<file path="config.mk">
export PLATFORM = sky130hd
export DESIGN_NAME = leaky_bucket_monitor
export DESIGN_NICKNAME = d
export VERILOG_FILES = /design/src/hw/bucket_pkg.sv /design/src/hw/leaky_bucket_monitor.sv
export SDC_FILE = /design/constraint.sdc
export NUM_CORES = 1
export LEC_CHECK = 0
export BUFFER_PORTS_ARGS = -buffer_cell sky130_fd_sc_hd__buf_2
export CORE_MARGIN = 8
export CORE_UTILIZATION = 60
export CTS_CLUSTER_SIZE = 16
export DETAILED_ROUTE_END_ITERATION = 7
export PLACE_DENSITY = 0.8
export SYNTH_ARGS = -nofsm -noshare
export SYNTH_HDL_FRONTEND = slang
export SYNTH_SLANG_ARGS = --single-unit
</file>
<file path="constraint.sdc">
create_clock -name clk -period 3 [get_ports clk]
set_clock_uncertainty 0.15 [all_clocks]
set_input_delay 0.75 -clock clk [delete_from_list [all_inputs] [get_ports clk]]
set_output_delay 0.75 -clock clk [all_outputs]
set_load 0.01 [all_outputs]
</file>
<file path="src/hw/bucket_pkg.sv">
// Constants for the configuration-3 leaky-bucket activity monitor
package bucket_pkg;
  // Register offsets
  localparam logic [7:0] BUCKET_MAX_OFFSET  = 8'h5E;
  localparam logic [7:0] CLEAR_LEVEL_OFFSET = 8'h5D;
  localparam logic [7:0] DECAY_RATE_OFFSET  = 8'h5F;
  // Reset values
  localparam logic [7:0] BUCKET_MAX_RESET   = 8'h08;
  localparam logic [7:0] CLEAR_LEVEL_RESET  = 8'h04;
  localparam logic [1:0] DECAY_RATE_RESET   = 2'h1;
  // Decay field position
  localparam int         DECAY_MSB          = 1;
  // Monitoring cycle
  localparam int         CLK_MHZ            = 250;
  localparam int         CYCLE_MS           = 128;
  localparam longint     CYCLE_CLKS         = longint'(CYCLE_MS) * 1000 * 1000 * CLK_MHZ / 1000;
endpackage

</file>
<file path="src/hw/leaky_bucket_monitor.sv">
// Leaky-bucket activity monitor, configuration 3
//
// What this block does
// - Each monitoring cycle with a fault raises the accumulator by one.
// - Each 1, 2, 4 or 8 fault-free cycles lowers the accumulator by one.
// - Alarm clears when the accumulator falls to the lower threshold register.
// - Accumulator saturates at the bucket size register; a size written below it is clipped to it one clock after the write.
// - Bucket size register resets to 0x08 and is readable and writable.
`timescale 1ns/1ps
module leaky_bucket_monitor #(
  parameter longint CYCLE_CLKS = bucket_pkg::CYCLE_CLKS
) (
  input  wire logic       clk,
  input  wire logic       rst_b,
  input  wire logic       fault_in,
  input  wire logic       reg_wr,
  input  wire logic       reg_rd,
  input  wire logic [7:0] reg_addr,
  input  wire logic [7:0] reg_wdata,
  output logic      [7:0] reg_rdata,
  output logic      [7:0] level_out,
  output logic            alarm_out,
  output logic            cycle_tick
);
  // ==========================================================
  // Registers
  logic [7:0] bucket_max_reg, bucket_max_next;
  logic [7:0] clear_level_reg, clear_level_next;
  logic [1:0] decay_reg, decay_next;
  logic [7:0] rdata_reg, rdata_next;

  always_comb begin
    bucket_max_next  = bucket_max_reg;
    clear_level_next = clear_level_reg;
    decay_next       = decay_reg;
    rdata_next       = rdata_reg;
    if (reg_wr) begin
      case (reg_addr)
        bucket_pkg::BUCKET_MAX_OFFSET:  bucket_max_next = reg_wdata;
        bucket_pkg::CLEAR_LEVEL_OFFSET: clear_level_next = reg_wdata;
        bucket_pkg::DECAY_RATE_OFFSET:  decay_next = reg_wdata[bucket_pkg::DECAY_MSB:0];
        default: ;
      endcase
    end
    if (reg_rd) begin
      case (reg_addr)
        bucket_pkg::BUCKET_MAX_OFFSET:  rdata_next = bucket_max_reg;
        bucket_pkg::CLEAR_LEVEL_OFFSET: rdata_next = clear_level_reg;
        bucket_pkg::DECAY_RATE_OFFSET:  rdata_next = {6'h00, decay_reg};
        default:                        rdata_next = 8'h00;
      endcase
    end
  end

  always_ff @(posedge clk or negedge rst_b) begin
    if (!rst_b) begin
      bucket_max_reg  <= bucket_pkg::BUCKET_MAX_RESET;
      clear_level_reg <= bucket_pkg::CLEAR_LEVEL_RESET;
      decay_reg       <= bucket_pkg::DECAY_RATE_RESET;
      rdata_reg       <= 8'h00;
    end else begin
      bucket_max_reg  <= bucket_max_next;
      clear_level_reg <= clear_level_next;
      decay_reg       <= decay_next;
      rdata_reg       <= rdata_next;
    end
  end
  assign reg_rdata = rdata_reg;

  // ==========================================================
  // Monitoring cycle divider; a fault seen anywhere in a cycle counts for it
  logic [31:0] div_reg, div_next;
  logic        seen_reg, seen_next;
  logic        tick_reg, tick_next;
  logic        end_cyc;

  always_comb begin
    end_cyc   = (div_reg == 32'(CYCLE_CLKS - 1));
    div_next  = end_cyc ? 32'h0 : div_reg + 32'h1;
    seen_next = end_cyc ? 1'b0 : (seen_reg | fault_in);
    tick_next = end_cyc;
  end

  always_ff @(posedge clk or negedge rst_b) begin
    if (!rst_b) begin
      div_reg  <= 32'h0;
      seen_reg <= 1'b0;
      tick_reg <= 1'b0;
    end else begin
      div_reg  <= div_next;
      seen_reg <= seen_next;
      tick_reg <= tick_next;
    end
  end
  assign cycle_tick = tick_reg;

  // ==========================================================
  // Accumulator, decay counter and alarm
  logic [7:0] acc_reg, acc_next;
  logic [3:0] quiet_reg, quiet_next;
  logic       alarm_reg, alarm_next;
  logic       faulty;
  logic [3:0] period;

  always_comb begin
    faulty     = seen_reg | fault_in;
    period     = 4'(4'h1 << decay_reg);
    acc_next   = acc_reg;
    quiet_next = quiet_reg;
    alarm_next = alarm_reg;
    if (end_cyc) begin
      if (faulty) begin
        quiet_next = 4'h0;
        if (acc_reg < bucket_max_reg) begin
          acc_next = acc_reg + 8'h1;
        end
        if (acc_reg >= clear_level_reg && acc_reg != 8'h00) begin
          alarm_next = 1'b1;
        end
      end else if (quiet_reg + 4'h1 >= period) begin
        quiet_next = 4'h0;
        if (acc_reg != 8'h00) begin
          acc_next = acc_reg - 8'h1;
          if (acc_reg - 8'h1 <= clear_level_reg) begin
            alarm_next = 1'b0;
          end
        end
      end else begin
        quiet_next = quiet_reg + 4'h1;
      end
    end
    // Clip last, so a size written below the level wins over a same-cycle fall;
    // a clipped level at or below the clear level must also drop the alarm
    if (acc_reg > bucket_max_reg) begin
      acc_next = bucket_max_reg;
      if (bucket_max_reg <= clear_level_reg) begin
        alarm_next = 1'b0;
      end
    end
  end

  always_ff @(posedge clk or negedge rst_b) begin
    if (!rst_b) begin
      acc_reg   <= 8'h00;
      quiet_reg <= 4'h0;
      alarm_reg <= 1'b0;
    end else begin
      acc_reg   <= acc_next;
      quiet_reg <= quiet_next;
      alarm_reg <= alarm_next;
    end
  end
  assign level_out = acc_reg;
  assign alarm_out = alarm_reg;

  // ==========================================================
  // Checks
  rise_one_a: assert property (@(posedge clk) disable iff (!rst_b)
    (end_cyc && faulty && acc_reg < bucket_max_reg)
    |=> acc_reg == $past(acc_reg) + 8'h1) else $error("accumulator did not rise");

  fall_one_a: assert property (@(posedge clk) disable iff (!rst_b)
    (end_cyc && !faulty && quiet_reg + 4'h1 >= period && acc_reg != 8'h00
     && acc_reg <= bucket_max_reg)
    |=> acc_reg == $past(acc_reg) - 8'h1) else $error("accumulator did not fall");

  hold_quiet_a: assert property (@(posedge clk) disable iff (!rst_b)
    (!end_cyc && acc_reg <= bucket_max_reg && !$changed(bucket_max_reg))
    |=> $stable(acc_reg)) else $error("accumulator moved between cycles");

  alarm_clear_a: assert property (@(posedge clk) disable iff (!rst_b)
    ($fell(acc_reg != 8'h00) || ($changed(acc_reg) && acc_reg < $past(acc_reg)
     && acc_reg <= clear_level_reg)) |-> !alarm_reg) else $error("alarm not cleared");

  // A size write may land below the level; the clip check below covers that cycle
  cap_level_a: assert property (@(posedge clk) disable iff (!rst_b)
    (acc_reg <= bucket_max_reg && !(reg_wr && reg_addr == bucket_pkg::BUCKET_MAX_OFFSET))
    |=> acc_reg <= bucket_max_reg) else $error("bucket overflow");

  clip_level_a: assert property (@(posedge clk) disable iff (!rst_b)
    (acc_reg > bucket_max_reg)
    |=> acc_reg == $past(bucket_max_reg)) else $error("level not clipped");

  zero_floor_a: assert property (@(posedge clk) disable iff (!rst_b)
    (end_cyc && !faulty && acc_reg == 8'h00)
    |=> acc_reg == 8'h00) else $error("level fell below zero");

  alarm_set_a: assert property (@(posedge clk) disable iff (!rst_b)
    (end_cyc && faulty && acc_reg >= clear_level_reg && acc_reg != 8'h00
     && acc_reg <= bucket_max_reg)
    |=> alarm_reg) else $error("alarm not raised");

  size_write_a: assert property (@(posedge clk) disable iff (!rst_b)
    (reg_wr && reg_addr == bucket_pkg::BUCKET_MAX_OFFSET)
    |=> bucket_max_reg == $past(reg_wdata)) else $error("size write lost");

  // A read in the cycle of a write returns the old value
  read_back_a: assert property (@(posedge clk) disable iff (!rst_b)
    (reg_rd && reg_addr == bucket_pkg::BUCKET_MAX_OFFSET)
    |=> reg_rdata == $past(bucket_max_reg)) else $error("size read wrong");

  clear_write_a: assert property (@(posedge clk) disable iff (!rst_b)
    (reg_wr && reg_addr == bucket_pkg::CLEAR_LEVEL_OFFSET)
    |=> clear_level_reg == $past(reg_wdata)) else $error("clear level write lost");

  decay_write_a: assert property (@(posedge clk) disable iff (!rst_b)
    (reg_wr && reg_addr == bucket_pkg::DECAY_RATE_OFFSET)
    |=> decay_reg == $past(reg_wdata[1:0])) else $error("decay write lost");

  // The divider must wrap exactly at the cycle length, never run past it
  div_range_a: assert property (@(posedge clk) disable iff (!rst_b)
    div_reg <= 32'(CYCLE_CLKS - 1)) else $error("divider out of range");

  tick_end_a: assert property (@(posedge clk) disable iff (!rst_b)
    end_cyc |=> (tick_reg && !seen_reg)) else $error("cycle end not marked");

  tick_pulse_a: assert property (@(posedge clk) disable iff (!rst_b)
    tick_reg |=> !tick_reg) else $error("cycle tick too long");
endmodule

</file>
==> flow_summary_export.csv, run 1 <==
group,metric,value,unit
detailed_routing,drcViolationCount,0,
clock_tree,cts_tree,"yes",
worst_setup_path,path_class,"reg2reg",
worst_setup_path,critical_path_required,3.07,ns
sta,finalSetupViolCount,0,
die,start_util,0.620,
outcome,status,"finished, final reports clean",
detailed_routing,vias,3617,
final_layout,fillers,565,
sta,hold_viol,0,
synth,yosysUniqueCellTypes,54,
synth,synth_flop_cell,"dfrtp_1",
pwr,p_per_area,633,mW/mm²
clock_tree,cts.path.max_buffers,2,
synth,synth-edff-count,0,
flow_run,maxCapViolCount,0,
detailed_routing,drt_iter0_markers,126,
clock_tree,clock_latency,0.35,ns
sta,rsz0062_at_grt,"no",
worst_setup_path,endpoint_kind,"flip-flop",
global_route,grt_antenna_before_repair,0,
synth,async_reset_ff_frac,1.00,
clock_tree,cts_max_level,3,
synth,ys_seq_area_frac,0.405,
worst_setup_path,cp-start-kind,"flip-flop",
die,ios,39,
synth,synth.area.top_cells,"dfrtp_1 39%, ha_1 11%, mux2_2 4.7%",
clock_tree,cts_setup_buffers,0,
placement,finalWeightedCongestion,0.902,
sta,timing.fmax,349,MHz
placement,dp_cells,603,
synth,synth_area,0.00452,mm²
synth,ys_seq_elements,73,
detailed_routing,drtPass1Iterations,5,
synth,avgSynthCellArea,9.72,µm²
global_route,grtUsageTotal,0.205,
final_layout,diodes,0,
die,chipHeight,103,µm
synth,synth_warnings,0,
global_route,grt_max_degree,26,
final_layout,layout_commonest_cell,"dfrtp_1",
synth,syn_inst,465,
sta,whs,0.245,ns
sta,tightest_slew,0.725,ns
die,dieArea,0.0106,mm²
clock_tree,cts_sinks,73,
clock_tree,path_clk_slew,0.08,ns
die,rows,31,
global_route,grt_pass1_wl,16900,µm
placement,hpwl,7630,µm
hold_path,min_path_type,"in2async",
final_layout,final_cell_mix,"69 x dfrtp_1, 41 x ha_1, 38 x buf_2, 37 x nor2_1, 35 x inv_1",
final_layout,largest_reg_flops,32,
clock_tree,hold_buffers,0,
sta,setup-tns-final,0,ns
sta,period_share,0.954,
pwr,total_power,3.22,mW
sta,relSlewSlack,0.516,
global_route,grt_pass1_vias,3611,
die,fp.dieW,103,µm
worst_setup_path,cp_max_fo,9,
detailed_routing,wl,10100,µm
sta,finalMaxSlewViolations,0,
detailed_routing,avgRoutedWirePerCell,16.3,µm
final_layout,multiInputGateArea,0.00250,mm²
die,coreArea,0.00729,mm²
sta,period_needed,2.86,ns
pwr,p_leak,2.31,nW
pwr,ir_drop,0.387,mV
clock_tree,cts_made_buffers,9,
worst_setup_path,worstPathArrival,2.93,ns
worst_setup_path,crit_start,"level_out[0]$_DFFE_PN0P_",
detailed_routing,antenna_left,0,
final_layout,area_growth,12.5,%
final_layout,drive_gt1_frac,0.194,
global_route,grt_overflow,0,
detailed_routing,via_per_inst,5.84,
synth,synth.largest_area_cell,"dfrtp_1",
final_layout,finalNonFillerCells,619,
synth,syn-num-nets,527,
final_layout,seq_area,0.00183,mm²
synth,synth_top_cell_area_share,0.387,
clock_tree,clockRootBuffer,"clkbuf_8",
worst_setup_path,r2r-start,"level_out[0]$_DFFE_PN0P_",
final_layout,finalNetCount,577,
placement,portBuffers,38,
clock_tree,cts_resized,0,
final_layout,final_util,0.698,
cells in the mapped netlist (3+ instances only):
cell type,n
a211oi_1,4
a21o_1,6
a21oi_1,9
a22o_1,6
a31oi_1,8
and3_1,5
and4_1,3
clkbuf_1,9
dfrtp_1,70
dfstp_2,3
ha_1,41
inv_1,36
mux2_2,19
nand2_1,27
nand2b_1,6
nand3_1,25
nand4_1,14
nor2_1,37
nor2b_1,7
nor3_1,10
nor4_1,6
nor4b_1,4
o211ai_1,3
o21a_1,5
o21ai_0,16
o22ai_1,3
o31ai_1,6
or4_1,6
xnor2_1,19
xor2_1,18
final timing paths:
path,endpoint,slack [ns],cells past startpoint
max,alarm_out$_DFF_PN0_,0.14,11
min,bucket_max_reg[6]$_DFFE_PN0P_,0.25,1
max reg2reg,alarm_out$_DFF_PN0_,0.14,11
min reg2reg,div_reg[4]$_DFF_PN0_,0.33,1
max in group asynchronous,bucket_max_reg[3]$_DFFE_PN1P_,1.66,2
min in group clk,div_reg[4]$_DFF_PN0_,0.33,1
kinds of logic after synthesis:
family / share of synthesized area
mux: 0.0518
simple gates: 0.206
flops: 0.405
fa+ha+maj: 0.113
xor+xnor: 0.0717
compound gates: 0.109
buf+inv: 0.0429
layout make-up:
| cell class | instances | share of cell area |
|---|---|---|
| Clock buffer | 11 | 0.0278 |
| Clock inverter | 5 | 0.0123 |
| Inverter | 36 | 0.0266 |
| Multi-Input combinational cell | 343 | 0.491 |
| Sequential cell | 73 | 0.360 |
| Tap cell | 99 | 0.0243 |
| Timing Repair Buffer | 52 | 0.0580 |
layer usage:
layer | track usage | share of wire
met5 | 0 | 0
met4 | 0.0857 | 0.023
met3 | 0.0385 | 0.046
met2 | 0.366 | 0.51
met1 | 0.235 | 0.42
power by group:
group / internal [mW] / total [mW] / switching [mW]
clock: 0.413 / 0.788 / 0.375
combinational: 0.548 / 1.29 / 0.744
sequential: 1.05 / 1.14 / 0.0943
worst max-delay path, cell delays in order (launching register included):
cell and delay, ns:
dfrtp_2 0.47, inv_2 0.12, ha_1 0.22, nand2_1 0.11
or3_1 0.36, xnor2_1 0.15, ha_1 0.29, nor2b_1 0.13
o21ai_0 0.15, nand2b_1 0.08, a2111oi_1 0.39, nor4_1 0.12
per-stage QoR:
step	worst slack [ns]	area, µm²
after floorplan	0.318	4520
after global routing	0.0104	5090
after CTS	0.0356	5080
after global placement	0.240	4880
final	0.137	5090
after detailed placement	0.123	4880
Power figures use the tool's default switching activity.
==> run 2, diff against run 1 <==
ABC_AREA = 1   (was unset)
==> run 2 against run 1 <==
Effect of this change:
- core utilization shrank 2.6 points
- combinational power shrank 19%
- sequential share of layout area shrank 2.3 points
- hold slack lost 0.023 ns
- register-to-register slack gained 0.19 ns
- critical path type unchanged
- largest cell class unchanged
- highest routed layer unchanged
==> flow_summary_export.csv, run 2 <==
group,metric,value,unit
sta,whs,0.223,ns
synth,ys_seq_area_frac,0.372,
detailed_routing,vias,4471,
flow_run,maxCapViolCount,0,
sta,rsz0062_at_grt,"no",
final_layout,area_growth,10.4,%
sta,tightest_slew,0.745,ns
detailed_routing,drcViolationCount,0,
synth,syn-num-nets,718,
detailed_routing,antenna_left,0,
sta,finalMaxSlewViolations,0,
worst_setup_path,cp_max_fo,6,
sta,setup-tns-final,0,ns
outcome,status,"finished, final reports clean",
synth,synth_top_cell_area_share,0.356,
clock_tree,cts_max_level,3,
synth,async_reset_ff_frac,1.00,
sta,period_needed,2.67,ns
clock_tree,cts_resized,0,
clock_tree,clock_latency,0.36,ns
placement,finalWeightedCongestion,0.896,
synth,synth-edff-count,0,
synth,synth_area,0.00492,mm²
die,coreArea,0.00809,mm²
placement,dp_cells,794,
sta,finalSetupViolCount,0,
synth,avgSynthCellArea,7.51,µm²
synth,synth.area.top_cells,"dfrtp_1 36%, nand2_1 12%, ha_1 10%",
global_route,grt_pass1_wl,20500,µm
die,dieArea,0.0114,mm²
clock_tree,clockRootBuffer,"clkbuf_8",
worst_setup_path,cp-start-kind,"flip-flop",
clock_tree,cts_sinks,73,
pwr,p_leak,2.90,nW
final_layout,finalNetCount,762,
worst_setup_path,critical_path_required,3.10,ns
final_layout,final_util,0.672,
synth,ys_seq_elements,73,
final_layout,layout_commonest_cell,"nand2_1",
die,start_util,0.608,
final_layout,final_cell_mix,"160 x nand2_1, 92 x inv_1, 70 x dfrtp_1, 68 x nor2_1, 50 x nand3_1",
die,chipHeight,107,µm
worst_setup_path,endpoint_kind,"flip-flop",
pwr,p_per_area,561,mW/mm²
placement,placed_area,0.00524,mm²
detailed_routing,via_per_inst,5.52,
global_route,grt_max_degree,42,
sta,relSlewSlack,0.502,
worst_setup_path,r2r_cells,13,
final_layout,largest_reg_flops,32,
clock_tree,cts_made_buffers,9,
final_layout,drive_gt1_frac,0.130,
synth,yosysUniqueCellTypes,38,
detailed_routing,drtPass1Iterations,5,
clock_tree,cts_tree,"yes",
placement,portBuffers,38,
final_layout,diodes,0,
pwr,ir_drop,0.596,mV
global_route,grt_pass1_vias,4463,
hold_path,min_path_type,"in2async",
die,fp.dieW,107,µm
detailed_routing,wl,12000,µm
global_route,grt_antenna_before_repair,0,
clock_tree,path_clk_slew,0.09,ns
synth,yosys-top-cells-count,"160 x nand2_1, 92 x inv_1, 70 x dfrtp_1",
worst_setup_path,path_class,"reg2reg",
placement,hpwl,9180,µm
global_route,grt_overflow,0,
sta,timing.fmax,374,MHz
detailed_routing,avgRoutedWirePerCell,14.9,µm
sta,period_share,0.891,
die,rows,33,
worst_setup_path,worstPathArrival,2.78,ns
global_route,grtUsageTotal,0.222,
synth,yosysMostFrequentCell,"nand2_1",
synth,synth_flop_cell,"dfrtp_1",
clock_tree,cts_setup_buffers,0,
sta,hold_viol,0,
die,ios,39,
synth,synth.largest_area_cell,"dfrtp_1",
synth,syn_inst,656,
final_layout,final_area,0.00544,mm²
detailed_routing,drt_iter0_markers,234,
clock_tree,cts.path.max_buffers,2,
clock_tree,hold_buffers,0,
synth,synth_warnings,0,
final_layout,finalNonFillerCells,810,
## run 2: changes by cell type after synthesis, moves of 10 or more
cell / before / now
inv_1: 36 / 92
mux2_2: 19 / 7
nor3_1: 10 / 20
a21oi_1: 9 / 21
xnor2_1: 19 / 7
nand2_1: 27 / 160
o21ai_0: 16 / 29
nand3_1: 25 / 50
nor2_1: 37 / 68
## run 2: cell type report
cell class	count	area, µm²
clock inverter	7	77.6
timing repair buffer	42	223
fill	710	2660
inverter	96	360
sequential	73	1830
clock buffer	9	124
multi-input combinational	478	2690
tap	105	131
## run 2: worst paths after layout
check                                         startpoint                              to  slack [ns]
worst min-delay path                               rst_b           div_reg[21]$_DFF_PN0_        0.22
min in group clk                    div_reg[4]$_DFF_PN0_            div_reg[4]$_DFF_PN0_        0.34
worst max-delay path            level_out[0]$_DFFE_PN0P_             alarm_out$_DFF_PN0_        0.33
worst max register to register  level_out[0]$_DFFE_PN0P_             alarm_out$_DFF_PN0_        0.33
worst min register to register      div_reg[4]$_DFF_PN0_            div_reg[4]$_DFF_PN0_        0.34
max in group asynchronous                          rst_b  clear_level_reg[2]$_DFFE_PN1P_        1.79
## run 2: per-layer routing
layer | up-vias | GRT usage | routed length (µm)
met5 | - | 0 | 0
met4 | 0 | 0.0985 | 329
met3 | 34 | 0.0462 | 635
met2 | 145 | 0.382 | 5960
met1 | 2081 | 0.261 | 5100
li1 | 2211 | - | -
## run 2: cells by family (layout without fill, tap and decap cells)
kind of cell	count (synthesis)	after routing	share of synthesized area
AO/OA/AOI/OAI	67	67	0.0750
XOR/XNOR	27	27	0.0480
adder cells (fa/ha/maj)	41	41	0.104
buffers and inverters	105	154	0.0816
flip-flops	73	73	0.372
multiplexers	7	7	0.0160
AND/OR/NAND/NOR	336	336	0.303
## run 2: per-stage QoR
stage,total power [mW],setup slack (ns)
2_1_floorplan,1.92,0.739
3_3_place_gp,2.21,0.458
3_5_place_dp,2.25,0.454
4_1_cts,3.05,0.369
5_1_grt,3.27,0.108
6_report,3.05,0.326
## run 2: critical path, stage by stage, from the launching register on
cell	delay, ns
dfrtp_1	0.46
inv_1	0.22
nand2_1	0.14
nor2_1	0.23
nand3_1	0.12
and2_1	0.19
ha_1	0.29
nand2_1	0.07
nor2_1	0.23
nand3_1	0.13
nand2_1	0.10
nand3_1	0.06
nor2_1	0.11
nor2_1	0.06
## run 2: where the power goes
part	switching [mW]	total [mW]	internal [mW]
sequential	0.146	1.20	1.05
clock	0.411	0.803	0.391
combinational	0.651	1.05	0.400
total	1.21	3.05	1.84
==> run 3, diff against run 2 <==
RECOVER_POWER = 100   (was unset)
==> run 3 against run 2 <==
Effect of this change:
- non-clock buffer count unchanged
- sequential share of layout area increased by 0.53 points
- total power decreased by 0.68%
- die area unchanged
- clock power about the same
- core utilization decreased by 1.0 points
- clock-buffer cell count unchanged
- critical path depth unchanged
- fmax increased by 0.28%
- combinational power about the same
==> flow_summary_export.csv, run 3 (synthesis gave the netlist of run 2 again) <==
group,metric,value,unit
worst_setup_path,endpoint_kind,"flip-flop",
final_layout,area_growth,8.74,%
clock_tree,cts_tree,"yes",
clock_tree,cts_made_buffers,9,
sta,period_needed,2.67,ns
worst_setup_path,worstPathArrival,2.77,ns
clock_tree,hold_buffers,0,
worst_setup_path,cp_max_fo,6,
final_layout,diodes,0,
sta,setup-tns-final,0,ns
global_route,grtUsageTotal,0.222,
worst_setup_path,critPathTopFamily,"simple AND/OR/NAND/NOR gates",
die,coreArea,0.00809,mm²
sta,rsz0062_at_grt,"no",
worst_setup_path,critical_path_required,3.10,ns
flow_run,maxCapViolCount,0,
detailed_routing,antenna_left,0,
sta,hold_viol,0,
worst_setup_path,path_class,"reg2reg",
final_layout,largest_reg_flops,32,
clock_tree,cts_max_level,3,
placement,portBuffers,38,
global_route,grt_pass1_vias,4463,
worst_setup_path,cpPeakStageDelay,0.46,ns
die,start_util,0.608,
detailed_routing,drcViolationCount,0,
final_layout,final_cell_mix,"163 x nand2_1, 93 x inv_1, 73 x nor2_1, 70 x dfrtp_1, 51 x nand3_1",
die,dieArea,0.0114,mm²
clock_tree,clockRootBuffer,"clkbuf_8",
clock_tree,cts_setup_buffers,0,
detailed_routing,avgRoutedWirePerCell,14.9,µm
pwr,p_per_area,566,mW/mm²
outcome,status,"finished, final reports clean",
sta,tightest_slew,1.06,ns
pwr,ir_drop,0.574,mV
final_layout,finalNetCount,762,
sta,relSlewSlack,0.295,
sta,timing.fmax,375,MHz
die,ios,39,
worst_setup_path,cp-start-kind,"flip-flop",
detailed_routing,wl,12100,µm
placement,hpwl,9180,µm
global_route,grt_overflow,0,
global_route,grt_max_degree,42,
global_route,grt_pass1_wl,20500,µm
worst_setup_path,critical-path-slowest-cell,"dfrtp_1",
die,chipHeight,107,µm
pwr,total_power,3.03,mW
worst_setup_path,worstPathBufferInverterCount,1,
detailed_routing,vias,4450,
detailed_routing,drtPass1Iterations,5,
clock_tree,cts.path.max_buffers,2,
sta,finalMaxSlewViolations,0,
detailed_routing,drt_iter0_markers,259,
die,rows,33,
die,fp.dieW,107,µm
hold_path,min_path_type,"reg2reg",
clock_tree,path_clk_slew,0.09,ns
pwr,p_leak,2.82,nW
clock_tree,cts_resized,0,
worst_setup_path,cp_cell_sequence,"inv_1 -> nand2_1 -> nor2_1 -> nand3_1 -> and2_0 -> ha_1 -> nand2_1 -> nor2_1 -> nand3_1 -> nand2_1 -> nand3_1 -> nor2_1 -> nor2_1",
worst_setup_path,cpMostUsedCell,"nor2_1",
clock_tree,cts_sinks,73,
detailed_routing,via_per_inst,5.49,
global_route,grt_antenna_before_repair,0,
placement,finalWeightedCongestion,0.896,
final_layout,drive_gt1_frac,0.0851,
final_layout,fillers,726,
final_layout,layout_commonest_cell,"nand2_1",
sta,finalSetupViolCount,0,
clock_tree,clock_latency,0.36,ns
sta,period_share,0.889,
run 3: cell count changes in the layout (fill, tap and decap cells not counted), moves of 3 or more:
cell	change
nand2_2	-3
clkbuf_1	+20
buf_4	-4
nor2_2	-4
buf_2	-17
nand2_1	+3
nor2_1	+5
run 3: final timing paths:
check                                         start  slack, ns  cells past startpoint                        to
max                        level_out[0]$_DFFE_PN0P_       0.33                     13       alarm_out$_DFF_PN0_
min                            div_reg[4]$_DFF_PN0_       0.35                      1      div_reg[4]$_DFF_PN0_
max reg2reg                level_out[0]$_DFFE_PN0P_       0.33                     13       alarm_out$_DFF_PN0_
min reg2reg                    div_reg[4]$_DFF_PN0_       0.35                      1      div_reg[4]$_DFF_PN0_
max in group asynchronous                     rst_b       0.88                      2      div_reg[2]$_DFF_PN0_
min in group asynchronous                     rst_b       0.42                      1  level_out[7]$_DFFE_PN0P_
run 3: power by group:
group | internal, mW | switching (mW)
logic | 0.380 | 0.651
registers | 1.05 | 0.148
clock network | 0.391 | 0.409
total | 1.82 | 1.21
run 3: routing by layer:
metal	global-route usage	vias to the layer above	part of all wire
li1	-	2210	-
met1	0.261	2063	0.43
met2	0.382	144	0.50
met3	0.0462	33	0.052
met4	0.0985	0	0.028
met5	0	-	0
run 3: through the flow:
step | cells | instance area, µm² | hold WS, ns | setup WS, ns | utilization
after floorplan | 656 | 4920 | 0.303 | 0.739 | -
after global placement | 794 | 5240 | 0.316 | 0.458 | 0.647
after detailed placement | 794 | 5240 | 0.324 | 0.454 | 0.647
after CTS | 810 | 5440 | 0.230 | 0.369 | 0.672
after global routing | 810 | 5350 | 0.372 | 0.0566 | 0.662
final | 810 | 5350 | 0.346 | 0.333 | 0.662
run 3: area by class of cell:
cell class / count / area, µm² / share of cell area
Sequential cell: 73 / 1830 / 0.342
Inverter: 96 / 360 / 0.0673
Clock buffer: 9 / 124 / 0.0231
Clock inverter: 7 / 77.6 / 0.0145
Multi-Input combinational cell: 478 / 2640 / 0.494
Tap cell: 105 / 131 / 0.0245
Timing Repair Buffer: 42 / 188 / 0.0351
